## src/inc/pllsc_pkg.sv

```systemverilog
// Shared constants and types for the synthesizer serial control block.
// Assumes a single 100 MHz clock domain; bus pins are sampled by the block itself.
package pllsc_pkg;

  // ****************************************
  // Bus framing
  // ****************************************
  localparam logic [4:0] ADDR_FIXED     = 5'h18;
  localparam logic [3:0] BITS_PER_BYTE  = 4'h8;
  localparam logic [3:0] BIT_CNT_RESET  = 4'h0;

  // ****************************************
  // Register reset values
  // ****************************************
  localparam logic [2:0] MODE_RESET     = 3'h1;
  localparam logic [2:0] REF_RESET      = 3'h0;
  localparam logic [1:0] PUMP_RESET     = 2'h0;
  localparam logic [14:0] DIV_RESET     = 15'h0000;

  // ****************************************
  // Mode codes
  // ****************************************
  localparam logic [2:0] MODE_NORM_OFF  = 3'h0;
  localparam logic [2:0] MODE_POR_SINK  = 3'h1;
  localparam logic [2:0] MODE_HALF_DIV  = 3'h2;
  localparam logic [2:0] MODE_SINK      = 3'h3;
  localparam logic [2:0] MODE_NORM_XT   = 3'h4;
  localparam logic [2:0] MODE_DBL_REF   = 3'h5;
  localparam logic [2:0] MODE_PUMP_OFF  = 3'h6;
  localparam logic [2:0] MODE_SOURCE    = 3'h7;

  // ****************************************
  // Output selections
  // ****************************************
  typedef enum logic [1:0] {PUMP_NORMAL = 2'h0, PUMP_SINK = 2'h1,
                            PUMP_SOURCE = 2'h2, PUMP_OFF  = 2'h3} pllsc_pump_e;
  typedef enum logic [1:0] {CLK_OFF = 2'h0, CLK_XTAL = 2'h1,
                            CLK_HALF_DIV = 2'h2, CLK_DBL_REF = 2'h3} pllsc_clk_e;

  typedef struct packed {
    logic [14:0] divideRatio;
    logic [5:0]  refRatio;
    logic [1:0]  pumpCurrent;
    pllsc_pump_e pumpFunction;
    pllsc_clk_e  clockOutSel;
    logic        tuningRelease;
    logic        normalMode;
  } pllsc_ctrl_s;

  typedef enum logic [4:0] {
    ST_IDLE  = 5'b00001,
    ST_ADDR  = 5'b00010,
    ST_WRITE = 5'b00100,
    ST_READ  = 5'b01000,
    ST_WAIT  = 5'b10000
  } pllsc_state_e;

endpackage

```

## src/pllsc_serial_ctrl.sv

```systemverilog
// Two-wire target interface and control registers of the synthesizer.
// Assumes scl/sda pins are asynchronous and sampled on mclk; reset_n is the supply monitor.
//
// Contract
// - Target address bits come from the decoded level of the address-select pin.
// - Divide ratio is fifteen bits: seven from first divider byte, eight from second.
// - Decode mode field into pump function and clock output selection.
// - Power-on mode releases the tuning output while the pump sinks.
// - Reference code selects crystal divide ratio 2, 4, 8, 16 or 32.
// - Two-bit code selects charge-pump current magnitude.
// - On read address, acknowledge and shift status byte out MSB first.
// - No acknowledge from controller ends the read and releases data.
// - Power-on flag is set at power-up and on supply-low reset.
// - Power-on flag clears at end of a read sequence.
// - Second status bit reports lock, meaningful only in normal modes.
// - Supply reset loads mode 001; other fields stay unset. The code loads them with plain zero values instead.
// - Write bytes auto-increment; first byte's leading bit picks divider or control.
// - Bytes load after eighth clock; divider applies after second byte or at stop.
`timescale 1ns/1ns
module pllsc_serial_ctrl
  import pllsc_pkg::*;
(
  input  wire logic        mclk,
  input  wire logic        reset_n,
  input  wire logic        scl,
  input  wire logic        sdaIn,
  output logic             sdaOut,
  output logic             sdaOe_n,
  input  wire logic        addr_sel_hi,
  input  wire logic        addr_sel_lo,
  input  wire logic        loop_locked_flag,
  output pllsc_ctrl_s      ctrl
);

  // ****************************************
  // State
  // ****************************************
  typedef struct packed {
    logic [2:0]   sclSync;
    logic [2:0]   sdaSync;
    logic         sclStable;
    logic         sdaStable;
    pllsc_state_e state;
    logic [3:0]   bitCnt;
    logic [7:0]   shiftReg;
    logic         ackPhase;
    logic         driveLow;
    logic         readMode;
    logic [1:0]   bytePtr;
    logic [6:0]   divUpper;
    logic [14:0]  divideRatio;
    logic         divPending;
    logic [2:0]   modeField;
    logic [2:0]   refCode;
    logic [1:0]   pumpCode;
    logic         powerOnFlag;
    logic         readDone;
    logic         sdaOut;
    logic [2:0]   lockSync;
    logic         lockStable;
    logic         sdaOe_n;
  } pllsc_core_s;

  pllsc_core_s st;
  pllsc_core_s next_st;

  logic sclRise;
  logic sclFall;
  logic startCond;
  logic stopCond;
  logic [7:0] statusByte;
  logic [7:0] nextShift;

  // Glitch filter: a change counts once the last two stages agree.
  always_comb begin
    sclRise   = (st.sclSync[2:1] == 2'b11) && !st.sclStable;
    sclFall   = (st.sclSync[2:1] == 2'b00) &&  st.sclStable;
    startCond = st.sclStable && (st.sdaSync[2:1] == 2'b00) && st.sdaStable;
    stopCond  = st.sclStable && (st.sdaSync[2:1] == 2'b11) && !st.sdaStable;
    statusByte = {st.powerOnFlag,
                  st.lockStable && ctrl.normalMode,
                  6'h00};
    nextShift = {st.shiftReg[6:0], st.sdaStable};
  end

  always_comb begin
    next_st = st;
    next_st.sclSync = {st.sclSync[1:0], scl};
    next_st.sdaSync = {st.sdaSync[1:0], sdaIn};
    if (st.sclSync[2] == st.sclSync[1]) begin
      next_st.sclStable = st.sclSync[2];
    end
    if (st.sdaSync[2] == st.sdaSync[1]) begin
      next_st.sdaStable = st.sdaSync[2];
    end
    // The lock indicator comes from the analog loop, so it is filtered like the bus pins.
    next_st.lockSync = {st.lockSync[1:0], loop_locked_flag};
    if (st.lockSync[2] == st.lockSync[1]) begin
      next_st.lockStable = st.lockSync[2];
    end

    if (stopCond) begin
      next_st.state    = ST_IDLE;
      next_st.driveLow = 1'b0;
      if (st.divPending) begin
        next_st.divideRatio = {st.divUpper, st.divideRatio[7:0]};
        next_st.divPending  = 1'b0;
      end
      if (st.readDone) begin
        next_st.powerOnFlag = 1'b0;
        next_st.readDone    = 1'b0;
      end
    end else if (startCond) begin
      next_st.state    = ST_ADDR;
      next_st.bitCnt   = BIT_CNT_RESET;
      next_st.ackPhase = 1'b0;
      next_st.driveLow = 1'b0;
      next_st.bytePtr  = 2'h0;
    end else begin
      unique case (st.state)
        ST_IDLE, ST_WAIT: begin
          next_st.driveLow = 1'b0;
        end
        ST_ADDR, ST_WRITE: begin
          if (sclRise && !st.ackPhase) begin
            next_st.shiftReg = nextShift;
            next_st.bitCnt   = st.bitCnt + 4'h1;
          end
          if (sclFall && !st.ackPhase && st.bitCnt == BITS_PER_BYTE) begin
            next_st.ackPhase = 1'b1;
            next_st.bitCnt   = BIT_CNT_RESET;
            if (st.state == ST_ADDR) begin
              if (st.shiftReg[7:1] == {ADDR_FIXED, addr_sel_hi, addr_sel_lo}) begin
                next_st.driveLow = 1'b1;
                next_st.readMode = st.shiftReg[0];
              end else begin
                next_st.state = ST_WAIT;
              end
            end else begin
              next_st.driveLow = 1'b1;
              // Leading bit of the first byte picks the divider or control path.
              if (st.bytePtr == 2'h0 && st.shiftReg[7]) begin
                next_st.bytePtr = 2'h2;
              end
              unique case ((st.bytePtr == 2'h0 && st.shiftReg[7]) ? 2'h2 : st.bytePtr)
                2'h0: begin
                  next_st.divUpper   = st.shiftReg[6:0];
                  next_st.divPending = 1'b1;
                end
                2'h1: begin
                  next_st.divideRatio = {st.divUpper, st.shiftReg};
                  next_st.divPending  = 1'b0;
                end
                2'h2: begin
                  next_st.modeField = st.shiftReg[6:4];
                  next_st.refCode   = st.shiftReg[3:1];
                end
                2'h3: begin
                  next_st.pumpCode = st.shiftReg[7:6];
                end
              endcase
            end
          end else if (sclFall && st.ackPhase) begin
            next_st.ackPhase = 1'b0;
            next_st.driveLow = 1'b0;
            if (st.state == ST_ADDR && st.readMode) begin
              next_st.state    = ST_READ;
              next_st.shiftReg = statusByte;
              next_st.driveLow = !statusByte[7];
            end else if (st.state == ST_ADDR) begin
              next_st.state = ST_WRITE;
            end else begin
              // Auto-increment moves to the next byte after each acknowledge.
              next_st.bytePtr = ((st.bytePtr == 2'h0) && st.shiftReg[7]) ? 2'h3 :
                                st.bytePtr + 2'h1;
            end
          end
        end
        ST_READ: begin
          if (sclFall && !st.ackPhase) begin
            next_st.bitCnt = st.bitCnt + 4'h1;
            if (st.bitCnt == BITS_PER_BYTE - 4'h1) begin
              next_st.ackPhase = 1'b1;
              next_st.driveLow = 1'b0;
              next_st.readDone = 1'b1;
            end else begin
              next_st.shiftReg = {st.shiftReg[6:0], 1'b0};
              next_st.driveLow = !st.shiftReg[6];
            end
          end else if (sclRise && st.ackPhase) begin
            if (st.sdaStable) begin
              next_st.state = ST_WAIT;
            end
          end else if (sclFall && st.ackPhase) begin
            next_st.ackPhase = 1'b0;
            next_st.bitCnt   = BIT_CNT_RESET;
            next_st.shiftReg = statusByte;
            next_st.driveLow = !statusByte[7];
          end
        end
        default: begin
          next_st.state = ST_IDLE;
        end
      endcase
    end
    next_st.sdaOut = 1'b0;
    next_st.sdaOe_n = !next_st.driveLow;
  end

  // Supply reset presets only the mode; data fields get a plain value for determinism.
  always_ff @(posedge mclk or negedge reset_n) begin
    if (!reset_n) begin
      st <= '{sclSync: 3'h7, sdaSync: 3'h7, sclStable: 1'b1, sdaStable: 1'b1,
              state: ST_IDLE, bitCnt: BIT_CNT_RESET, shiftReg: 8'h00,
              ackPhase: 1'b0, driveLow: 1'b0, readMode: 1'b0, bytePtr: 2'h0,
              divUpper: 7'h00, divideRatio: DIV_RESET, divPending: 1'b0,
              modeField: MODE_RESET,
              refCode: REF_RESET, pumpCode: PUMP_RESET,
              powerOnFlag: 1'b1,
              readDone: 1'b0, sdaOut: 1'b0, lockSync: 3'h0, lockStable: 1'b0,
              sdaOe_n: 1'b1};
    end else begin
      st <= next_st;
    end
  end

  assign sdaOut  = st.sdaOut;
  assign sdaOe_n = st.sdaOe_n;

  pllsc_mode_decode u_decode (
    .mclk        (mclk),
    .reset_n     (reset_n),
    .divideRatio (st.divideRatio),
    .modeField   (st.modeField),
    .refCode     (st.refCode),
    .pumpCode    (st.pumpCode),
    .ctrl        (ctrl)
  );

endmodule

```

## src/pllsc_mode_decode.sv

```systemverilog
// Decodes the stored control fields into synthesizer steering values.
// Assumes registered field inputs on the same clock.
`timescale 1ns/1ns
module pllsc_mode_decode
  import pllsc_pkg::*;
(
  input  wire logic        mclk,
  input  wire logic        reset_n,
  input  wire logic [14:0] divideRatio,
  input  wire logic [2:0]  modeField,
  input  wire logic [2:0]  refCode,
  input  wire logic [1:0]  pumpCode,
  output pllsc_ctrl_s      ctrl
);

  typedef struct packed {
    pllsc_ctrl_s ctrl;
  } pllsc_dec_s;

  pllsc_dec_s st;
  pllsc_dec_s next_st;

  function automatic logic [5:0] refDivide(input logic [2:0] code);
    unique case (code)
      3'h0: refDivide = 6'h02;
      3'h1: refDivide = 6'h04;
      3'h2: refDivide = 6'h08;
      3'h5: refDivide = 6'h10;
      3'h7: refDivide = 6'h20;
      default: refDivide = 6'h02;
    endcase
  endfunction

  always_comb begin
    next_st = st;
    next_st.ctrl.divideRatio   = divideRatio;
    next_st.ctrl.refRatio      = refDivide(refCode);
    next_st.ctrl.pumpCurrent   = pumpCode;
    next_st.ctrl.tuningRelease = (modeField == MODE_POR_SINK);
    next_st.ctrl.normalMode    = (modeField == MODE_NORM_OFF) ||
                                 (modeField == MODE_NORM_XT);
    unique case (modeField)
      MODE_NORM_OFF: begin
        next_st.ctrl.pumpFunction = PUMP_NORMAL;
        next_st.ctrl.clockOutSel  = CLK_OFF;
      end
      MODE_POR_SINK, MODE_SINK: begin
        next_st.ctrl.pumpFunction = PUMP_SINK;
        next_st.ctrl.clockOutSel  = CLK_XTAL;
      end
      MODE_HALF_DIV: begin
        next_st.ctrl.pumpFunction = PUMP_NORMAL;
        next_st.ctrl.clockOutSel  = CLK_HALF_DIV;
      end
      MODE_NORM_XT: begin
        next_st.ctrl.pumpFunction = PUMP_NORMAL;
        next_st.ctrl.clockOutSel  = CLK_XTAL;
      end
      MODE_DBL_REF: begin
        next_st.ctrl.pumpFunction = PUMP_NORMAL;
        next_st.ctrl.clockOutSel  = CLK_DBL_REF;
      end
      MODE_PUMP_OFF: begin
        next_st.ctrl.pumpFunction = PUMP_OFF;
        next_st.ctrl.clockOutSel  = CLK_XTAL;
      end
      MODE_SOURCE: begin
        next_st.ctrl.pumpFunction = PUMP_SOURCE;
        next_st.ctrl.clockOutSel  = CLK_XTAL;
      end
    endcase
  end

  // Reset image matches the power-on mode so the pump sinks with tuning released.
  always_ff @(posedge mclk or negedge reset_n) begin
    if (!reset_n) begin
      st.ctrl <= '{divideRatio: DIV_RESET, refRatio: 6'h02, pumpCurrent: PUMP_RESET,
                   pumpFunction: PUMP_SINK, clockOutSel: CLK_XTAL,
                   tuningRelease: 1'b1, normalMode: 1'b0};
    end else begin
      st <= next_st;
    end
  end

  assign ctrl = st.ctrl;

endmodule

```

## config.mk

```make
export PLATFORM = sky130hd
export DESIGN_NAME = pllsc_serial_ctrl
export DESIGN_NICKNAME = d
export VERILOG_FILES = /design/src/inc/pllsc_pkg.sv /design/src/pllsc_serial_ctrl.sv /design/src/pllsc_mode_decode.sv
export SDC_FILE = /design/constraint.sdc
export NUM_CORES = 1
export LEC_CHECK = 0
export ABC_AREA = 1
export BUFFER_PORTS_ARGS = -buffer_cell sky130_fd_sc_hd__buf_2
export CELL_PAD_IN_SITES_DETAIL_PLACEMENT = 0
export CELL_PAD_IN_SITES_GLOBAL_PLACEMENT = 1
export CORE_MARGIN = 4
export CORE_UTILIZATION = 41
export CTS_CLUSTER_DIAMETER = 200
export DETAILED_ROUTE_END_ITERATION = 10
export PLACE_DENSITY_LB_ADDON = 0.1
export SLEW_MARGIN = 5
export SYNTH_ARGS = -nofsm -noshare
export SYNTH_HDL_FRONTEND = slang
export SYNTH_HIERARCHICAL = 1
export SYNTH_SLANG_ARGS = --single-unit
```

## constraint.sdc

```tcl
create_clock -name mclk -period 1.67 [get_ports mclk]
set_clock_uncertainty 0.05 [all_clocks]
set_input_delay 0 -clock mclk [delete_from_list [all_inputs] [get_ports mclk]]
set_output_delay 0 -clock mclk [all_outputs]
set_load 0.05 [all_outputs]
```

==> metrics, run 1 <==
status=complete, but fails checks; failing checks=setup timing; PnR worst setup slack=-0.2042 ns; clk_lat worst skew=0.38 ns; kind of critical path=flop to flop; NumNets Final=632; initial antenna violation count=0; CTS tree=done; die width=111.9 um; Fillers=968; Mapped Area=0.004422 mm2; crit path capture type=flop; net switching power=1675 uW; CP required=about 1.9 ns; global-route usage over all layers=17.25%; number of global-route vias before repair=3598; initial core utilization=42.45%; Syn. warnings=6; crit path time final=1.874 ns; CP arrival=around 2.1 ns; Die ar.=0.01251 mm2; Reg power frac=49.6%; Synth cell types=31; RSZ-0062 raised after global routing=yes; largest net degree at the start of global routing=42; DRT iter0 DRCs=about 210; CTS clk-pin slew, worst paths=0.11 ns; Area growth syn-to-layout=33.67%; largest family of logic cells by synthesized area=simple AND/OR/NAND/NOR gates; Via density=4.662; total power=5132 uW; clock power share=28.9%; DR vias=3529; Clock Sinks=96; IO buf count=35; Place WS=-0.3057 ns; power per cell area=868.3 mW/mm2; maximum vdd drop=~640 uV; Synth Area in Simple Gates=28.32%; synthesized flop and latch total=96; final period utilization=112.2%; Internal Power=between 3000 and 4000 uW; Final Util=56.74%; synthesized area per cell=8.933 um2; sequential-to-total area share from yosys stat=54.78%; Final Hold Fails=0; post-synthesis mux area share=0%; number of CTS-inserted buffers=9; most common cell after layout, fill and taps aside=nand2_1; adder-cell share of the synthesized area=2.773%; Comb power frac=21.5%; clk buf depth=2; highest clock rate=roughly 530 MHz; most frequent cells in the layout=nand2_1 (134), dfrtp_1 (80), buf_4 (64), inv_1 (50), buf_2 (34); total core area=0.01042 mm2; final antenna-violating net count=0; share of cells above drive strength 1=39.77%; Max-cap violations=0; TritonRoute pass-1 iters=4; Rows=37; Vert. Die Dim=111.9 um; RePlAce Congestion=around 0.84; CTS root buffer=clkbuf_8; Final setup viols=53; Synth Area in XOR/XNOR=less than 1%; setup TNS=-6.736 ns; Overflow after GRT=0; io pins=38; Antenna Cells=0; Synth Area in Compound Gates=7.470%; Synth Net Count=511; crit-path max FO=6; first-pass GRT wire length=17.31 mm; crit path launch type=flop; HPWL after DPL=just over 7 mm; H-tree depth=3; DRC=0; routed len/inst=around 13 um; Sw Ratio=32.64%; Synth Instances=495; Leakage=0.002952 uW; Detailed Route WL=10.05 mm; worst hold path class=input pin to async pin; final slew viol count=0; hold slack=0.004558 ns
cell type report:
cell class | count | area, um2 | area share, %
clock inverter | 7 | 62.56 | 1.058
clock buffer | 9 | 123.9 | 2.096
tap | 136 | 170.2 | 2.879
inverter | 60 | 242.7 | 4.107
sequential | 96 | 2422 | 40.98
multi-input combinational | 335 | 2011 | 34.02
timing repair buffer | 114 | 878.3 | 14.86
cells by family after synthesis:
logic type,after synthesis
fa+ha+maj,10
buf+inv,66
xor+xnor,1
flops,96
simple gates,270
other cells,2
compound gates,50
cell usage after synthesis:
master | count | area, um2
nor3_4 | 1 | 16.27
buf_4 | 4 | 30.03
dfrtp_1 | 80 | 2002
xnor2_1 | 1 | 8.760
inv_2 | 5 | 18.77
o21ai_0 | 16 | 80.08
nand3_4 | 1 | 17.52
ha_1 | 9 | 112.6
nand2_2 | 5 | 31.28
o211ai_1 | 1 | 7.510
nor2_4 | 6 | 67.56
o22ai_1 | 2 | 12.51
nor3_2 | 1 | 10.01
buf_6 | 2 | 22.52
a21oi_1 | 7 | 35.03
o21ai_2 | 20 | 175.2
inv_1 | 55 | 206.5
maj3_1 | 1 | 10.01
o21ai_1 | 4 | 20.02
nand3b_2 | 1 | 11.26
nand3_1 | 44 | 220.2
nand3_2 | 7 | 70.07
and3_2 | 1 | 7.510
nor2_1 | 39 | 146.4
nor3_1 | 5 | 25.02
nand2_4 | 1 | 11.26
dfstp_2 | 16 | 420.4
nor2_2 | 7 | 43.79
nand4_1 | 3 | 18.77
conb_1 | 2 | 7.510
nand2_1 | 148 | 555.5
power groups by stage:
| stage | clock, uW | sequential, uW | combinational [uW] |
|---|---|---|---|
| final | 1490 | 2540 | 1100 |
| after global placement | 0 | 2580 | 950 |
| after global routing | 1670 | 2560 | 1230 |
| after CTS | 1540 | 2550 | 1050 |
| after floorplan | 0 | 2610 | 535 |
| after detailed placement | 0 | 2580 | 957 |
through the flow:
| stage | std cells | cell area (um2) |
|---|---|---|
| 2_1_floorplan | 495 | 4501 |
| 3_3_place_gp | 723 | 5315 |
| 3_5_place_dp | 723 | 5315 |
| 5_1_grt | 757 | 5911 |
| 4_1_cts | 753 | 5787 |
| 6_report | 757 | 5911 |
worst paths after layout:
check | startpoint | to | slack (ns) | cells after the start
max | next_st[65] | st[8] | -0.20 | 11
min | reset_n | st[26] | 0.005 | 2
max reg2reg | next_st[65] | st[8] | -0.20 | 11
min reg2reg | next_st[3] | next_st[4] | 0.31 | 0
max in group asynchronous | reset_n | u_decode/ctrl[9] | 0.98 | 3
min in group mclk | addr_sel_lo | st[42] | 0.17 | 8
worst max-delay path, stage by stage, from the launching register on:
cell	delay, ns
dfstp_2	0.56
inv_2	0.04
ha_4	0.16
nand2_4	0.06
nor2_4	0.05
nor2_4	0.21
nand2_4	0.08
nor2_4	0.13
buf_12	0.14
nand2_1	0.12
nand2_1	0.08
o21ai_0	0.07
layer usage:
| metal | routed length (um) | track usage (%) | vias to the layer above |
|---|---|---|---|
| met3 | 334 | 3.696 | 10 |
| met5 | 0 | 0 | - |
| met1 | 4742 | 22.55 | 1659 |
| met4 | 141 | 5.515 | 0 |
| li1 | - | - | 1808 |
| met2 | 4831 | 28.66 | 52 |
flip-flops by register name (all words and copies together), names as in the netlist:
| signal | flops |
|---|---|
| nextShift | 8 |
| next_st | 6 |
| sdaOe_n | 1 |
| st | 53 |
| u_decode/ctrl | 28 |
timing repair:
item / CTS / global route
buffers inserted: 8 / 4
pin swaps: 18 / 12
setup endpoints to repair: 54 / 54
resized for setup: 34 / 24
hold endpoints to repair: 83 / 0
hold buffers: 4 / 0
gates cloned: 2 / 0
Power figures use the tool's default switching activity.
==> run 2, diff against run 1 <==
CORE_ASPECT_RATIO = 0.5   (was unset)
PLACE_DENSITY = 0.85   (was unset)
PLACE_DENSITY_LB_ADDON = unset   (was 0.1)
==> metrics, run 2 (synthesis gave the netlist of run 1 again) <==
status=complete, but fails checks; failing checks=setup timing; crit path time final=1.908 ns (+0.03428 ns); non-filler cells, final=755 (-0.26%); Final Hold Fails=0 (unchanged); HPWL after DPL=7.211 mm (+0.28%); RR Startpoint=st[65]; total power=5746 uW (+12%); Clock Sinks=96 (unchanged); H-tree depth=3 (unchanged); RSZ-0062 raised after global routing=yes; most common cell after layout, fill and taps aside=nand2_1; R2R cell count=12 (+1); placed cells=721 (-0.28%); first-pass GRT wire length=17.23 mm (-0.44%); Die ar.=0.01261 mm2 (+0.81%); DRT iter0 DRCs=252 (+23%); Vert. Die Dim=81.44 um (-27%); Reg power frac=44.5% (-5.1 points); PnR worst setup slack=-0.2385 ns (-0.03428 ns); CTS clk-pin slew, worst paths=0.07 ns (-0.04 ns); CTS tree=done; routed len/inst=13.90 um (+4.7%); global-route usage over all layers=17.54% (+0.29 points); Via density=4.852 (+4.1%); Max-cap violations=0 (unchanged); reg-to-reg critical path endpoint=st[57]; number of CTS-inserted buffers=9 (unchanged); crit-path max FO=6 (unchanged); most frequent cells in the layout=nand2_1 (120), dfrtp_1 (80), buf_4 (60), inv_1 (50), buf_2 (34); initial core utilization=42.74% (+0.29 points); hold slack=0.08706 ns (+0.08250 ns); Fillers=880 (-9.1%); share of cells above drive strength 1=41.95% (+2.2 points); total core area=0.01034 mm2 (-0.68%); number of global-route vias before repair=3460 (-3.8%); cell area after layout=0.006080 mm2 (+2.9%); CP arrival=2.15 ns (+0.06 ns); Largest Register=st; Leakage=0.002985 uW (+1.1%); Detailed Route WL=10.49 mm (+4.4%); max reg flops=53 (unchanged); largest net degree at the start of global routing=44 (+4.8%); CTS root buffer=clkbuf_16; Antenna Cells=0 (unchanged); IO buf count=35 (unchanged); clock power share=36.1% (+7.2 points); DR vias=3663 (+3.8%); CP Cell Sequence=inv_2 > ha_4 > nand2_4 > nor2_4 > nor2_4 > buf_4 > nand2_4 > nor2_4 > nor2_4 > nand2_2 > nand2_1 > nand2_1; final slew viol count=0 (unchanged); Sw Ratio=31.22% (-1.4 points); kind of critical path=flop to flop; DRC=0 (unchanged); Final Util=58.77% (+2.0 points); clk buf depth=2 (unchanged); power per cell area=945.2 mW/mm2 (+8.9%); io pins=38 (unchanged); final antenna-violating net count=0 (unchanged); highest clock rate=524.0 MHz (-1.8%); initial antenna violation count=0 (unchanged); r2r setup slk=-0.24 ns (-0.03 ns); maximum vdd drop=533.9 uV (-16%); Area after DPL=0.005275 mm2 (-0.75%); final period utilization=114.3% (+2.1 points); Comb power frac=19.4% (-2.1 points); NumNets Final=626 (-0.95%); Internal Power=3952 uW (+14%); crit path capture type=flop; critical path's slowest cell=dfstp_2; net switching power=1794 uW (+7.1%); die width=154.9 um (+38%); critical path's largest stage delay=0.57 ns (about the same); CP required=1.91 ns (+0.03 ns); Overflow after GRT=0 (unchanged); crit path launch type=flop; RePlAce Congestion=0.8660 (+2.7%); Rows=26 (-30%); TritonRoute pass-1 iters=5 (+1); cell repeated most along the worst path=nor2_4; Area growth syn-to-layout=37.49%; clk_lat worst skew=0.35 ns (-0.03 ns); worst hold path class=input pin to async pin; Final setup viols=52 (-1.9%)
-- run 2: stage by stage --
stage | worst slack [ns] | TNS (ns)
after floorplan | -0.1292 | -1.179
after global placement | -0.2772 | -7.935
after detailed placement | -0.2942 | -9.551
after CTS | -0.1743 | -7.773
after global routing | -0.3146 | -14.09
final | -0.2385 | -9.189
-- run 2: timing repair --
| action | 4_1_cts | 5_1_grt |
|---|---|---|
| endpoints found under the hold margin | 94 | 0 |
| endpoints found under the setup margin | 54 | 56 |
| pin swaps | 23 | 11 |
| gates cloned | 3 | 0 |
| resized for setup | 35 | 51 |
| hold buffers | 4 | 0 |
| setup buffers | 9 | 2 |
-- run 2: worst max-delay path, delay by kind of cell, from the launching register on --
kind | cells | cell delay, ns
buffers and inverters | 2 | 0.22
adder cells (fa/ha/maj) | 1 | 0.16
flip-flops | 1 | 0.57
AND/OR/NAND/NOR | 9 | 0.84
-- run 2: worst max-delay path by stage --
stage	startpoint	endpoint	slack [ns]
CTS	next_st[65]	st[8]	-0.17
floorplan	next_st[65]	st[37]	-0.13
finish	st[65]	st[57]	-0.24
global route	next_st[65]	st[57]	-0.31
global placement	next_st[65]	st[59]	-0.28
detailed placement	next_st[65]	st[57]	-0.29
-- run 2: metal layers --
metal	up-vias	share of wire (%)	GRT usage (%)
met4	0	1.3	6.079
met3	15	4.9	3.789
met5	-	0	0
li1	1803	-	-
met2	85	48	28.74
met1	1760	46	23.49
-- run 2: area by class of cell --
cell class,instances,area (um2),share of cell area (%)
clock inverter,6,58.81,0.9673
inverter,60,246.5,4.054
multi-input combinational,335,2105,34.62
timing repair buffer,108,833.3,13.71
tap,140,175.2,2.881
clock buffer,10,239.0,3.931
sequential,96,2422,39.84
-- run 2: power by group through the flow --
stage / Clock, uW / Combinational (uW) / Sequential [uW]
floorplan: 0 / 535 / 2610
global placement: 0 / 919 / 2580
detailed placement: 0 / 934 / 2590
CTS: 2110 / 1030 / 2550
global route: 2220 / 1210 / 2570
finish: 2080 / 1110 / 2560
==> run 3, diff against run 2 <==
ABC_AREA = 0   (was 1)
CORE_UTILIZATION = 43   (was 41)
==> metrics, run 3 <==
Leakage=0.003121 uW (+4.5%); clk_lat worst skew=0.35 ns (about the same); DRT iter0 DRCs=174 (-31%); CP arrival=2.33 ns (+0.18 ns); Clock Sinks=96 (unchanged); H-tree depth=3 (unchanged); sequential-to-total area share from yosys stat=56.18% (+1.4 points); number of global-route vias before repair=3614 (+4.5%); critical path's largest stage delay=0.44 ns (-0.13 ns); final slew viol count=0 (unchanged); io pins=38 (unchanged); initial core utilization=44.90% (+2.2 points); critical path's slowest cell=or3_4; IO buf count=35 (unchanged); Syn. warnings=6 (unchanged); CP required=1.86 ns (-0.05 ns); Via density=5.382 (+11%); power per cell area=790.6 mW/mm2 (-16%); max-slew headroom at the worst pin=59.60%; Post-synth EDFFs=0 (unchanged); first-pass GRT wire length=18.53 mm (+7.6%); Synth cell types=72 (+130%); RePlAce Congestion=0.9039 (+4.4%); Die ar.=0.01179 mm2 (-6.5%); NumNets Final=533 (-15%); crit path capture type=flop; maximum vdd drop=535.8 uV (+0.35%); Largest Register=st; CTS clk-pin slew, worst paths=0.08 ns (about the same); largest net degree at the start of global routing=45 (+2.3%); DR vias=3536 (-3.5%); most frequent cells in the layout=buf_4 (90), dfrtp_1 (78), buf_2 (34), mux2_4 (26), buf_6 (23); crit-path max FO=7 (+1); synthesized flop and latch total=96 (unchanged); Commonest cells post-synth=dfrtp_1 (80), inv_1 (25), mux2_1 (24); highest clock rate=465.7 MHz (-11%); final antenna-violating net count=0 (unchanged); crit path time final=2.147 ns (+0.2389 ns); Synth area leader=dfrtp_1; Synth Net Count=380 (-26%); global-route usage over all layers=20.14% (+2.6 points); share of cells above drive strength 1=59.39% (+17 points); most common cell after layout, fill and taps aside=buf_4; max reg flops=53 (unchanged); kind of critical path=flop to flop; share of the synthesized area in the top cell type=46.43% (+1.2 points); CTS tree=done; Detailed Route WL=12.16 mm (+16%); number of CTS-inserted buffers=9 (unchanged); Vert. Die Dim=78.81 um (-3.2%); failing checks=setup timing; DRC=0 (unchanged); status=complete, but fails checks; Antenna Cells=0 (unchanged); routed len/inst=18.50 um (+33%); die width=149.6 um (-3.4%); RSZ-0062 raised after global routing=yes; Synth Flop Type=dfrtp_1; clk buf depth=2 (unchanged); Rows=25 (-3.8%); Worst-Margin Slew=0.5997 ns; CP Cell Sequence=or3_4 > nor3_4 > and3_4 > a31o_1 > buf_12 > mux2_4; Final Hold Fails=0 (unchanged); worst hold path class=input pin to async pin; asr flop ratio synth=100.0% (unchanged); synthesized area per cell=11.85 um2 (+33%); most frequent cell after synthesis=dfrtp_1; Max-cap violations=0 (unchanged); initial antenna violation count=0 (unchanged); total power=5219 uW (-9.2%); Final setup viols=55 (+5.8%); crit path launch type=flop; main area contributors after synthesis=dfrtp_1 (46%), dfstp_2 (9.8%), mux2_1 (6.3%); TritonRoute pass-1 iters=4 (-1); Area growth syn-to-layout=53.11%; final period utilization=128.6% (+14 points); PnR worst setup slack=-0.4774 ns (-0.2389 ns); CTS root buffer=clkbuf_16; R2R cell count=6 (-6); Synth Instances=364 (-26%); HPWL after DPL=7.340 mm (+1.8%); total core area=0.009603 mm2 (-7.2%); Mapped Area=0.004312 mm2 (-2.5%); Overflow after GRT=0 (unchanged); Place WS=-0.5192 ns (-0.2249 ns)
[run 3: worst max-delay path, delay by kind of cell, from the launching register on]
kind,cells,cell delay [ns]
buffers and inverters,1,0.14
AND/OR/NAND/NOR,3,0.93
flip-flops,1,0.41
AO/OA/AOI/OAI,1,0.19
multiplexers,1,0.30
[run 3: worst paths after layout]
path | from | to | slack [ns]
hold reg to reg | next_st[64] | next_st[65] | 0.31
setup / recovery | st[59] | st[27] | -0.48
setup reg to reg | st[59] | st[27] | -0.48
max in group asynchronous | reset_n | st[38] | 0.80
min in group mclk | loop_locked_flag | next_st[3] | 0.23
hold / removal | reset_n | st[59] | 0.15
[run 3: area by class of cell]
cell class | instances | area, um2
Clock buffer | 9 | 225.2
Fill cell | 648 | 3002
Timing Repair Buffer | 156 | 1240
Tap cell | 135 | 168.9
Inverter | 25 | 97.59
Multi-Input combinational cell | 229 | 2384
Clock inverter | 7 | 61.31
Sequential cell | 96 | 2425
[run 3: where the power goes]
group	total (uW)	switching, uW	internal [uW]
sequential	2430	42.2	2390
combinational	777	413	364
clock	2010	971	1040
[run 3: per-layer routing]
| layer | up-vias | track usage [%] | part of all wire (%) |
|---|---|---|---|
| met4 | 0 | 6.301 | 2.3 |
| met2 | 121 | 34.59 | 49 |
| li1 | 1607 | - | - |
| met3 | 35 | 4.219 | 6.4 |
| met5 | - | 0 | 0 |
| met1 | 1773 | 25.82 | 42 |
[run 3: timing repair]
| action | in CTS | in global routing |
|---|---|---|
| gates resized for setup | 72 | 54 |
| setup buffers | 23 | 18 |
| gates cloned | 1 | 0 |
| hold buffers | 4 | 0 |
| endpoints found under the setup margin | 55 | 55 |
| pin swaps | 37 | 26 |
| hold endpoints to repair | 43 | 0 |
[run 3: kinds of logic (layout without fill, tap and decap cells)]
group,after synthesis,count (layout),share of synthesized area [%]
xor gates and xnor gates,6,6,1.219
and+or+nand+nor,108,108,16.11
buffers and inverters,39,197,3.976
DFF,96,96,56.18
other,2,2,0.1742
AOI/OAI and AO/OA,72,72,11.43
adders and majority gates,10,10,2.844
muxes,31,31,8.067
[run 3: per-stage QoR]
step | utilization (%) | cells | setup TNS, ns | cell area [um2] | hold slack, ns
after floorplan | - | 364 | -9.910 | 4518 | -0.3456
after global placement | 56.48 | 602 | -17.98 | 5424 | -0.006098
after detailed placement | 56.48 | 602 | -19.56 | 5424 | 0.0008422
after CTS | 65.13 | 644 | -18.10 | 6255 | 0.1726
after global routing | 68.74 | 657 | -23.77 | 6601 | 0.2148
final | 68.74 | 657 | -20.28 | 6601 | 0.1500
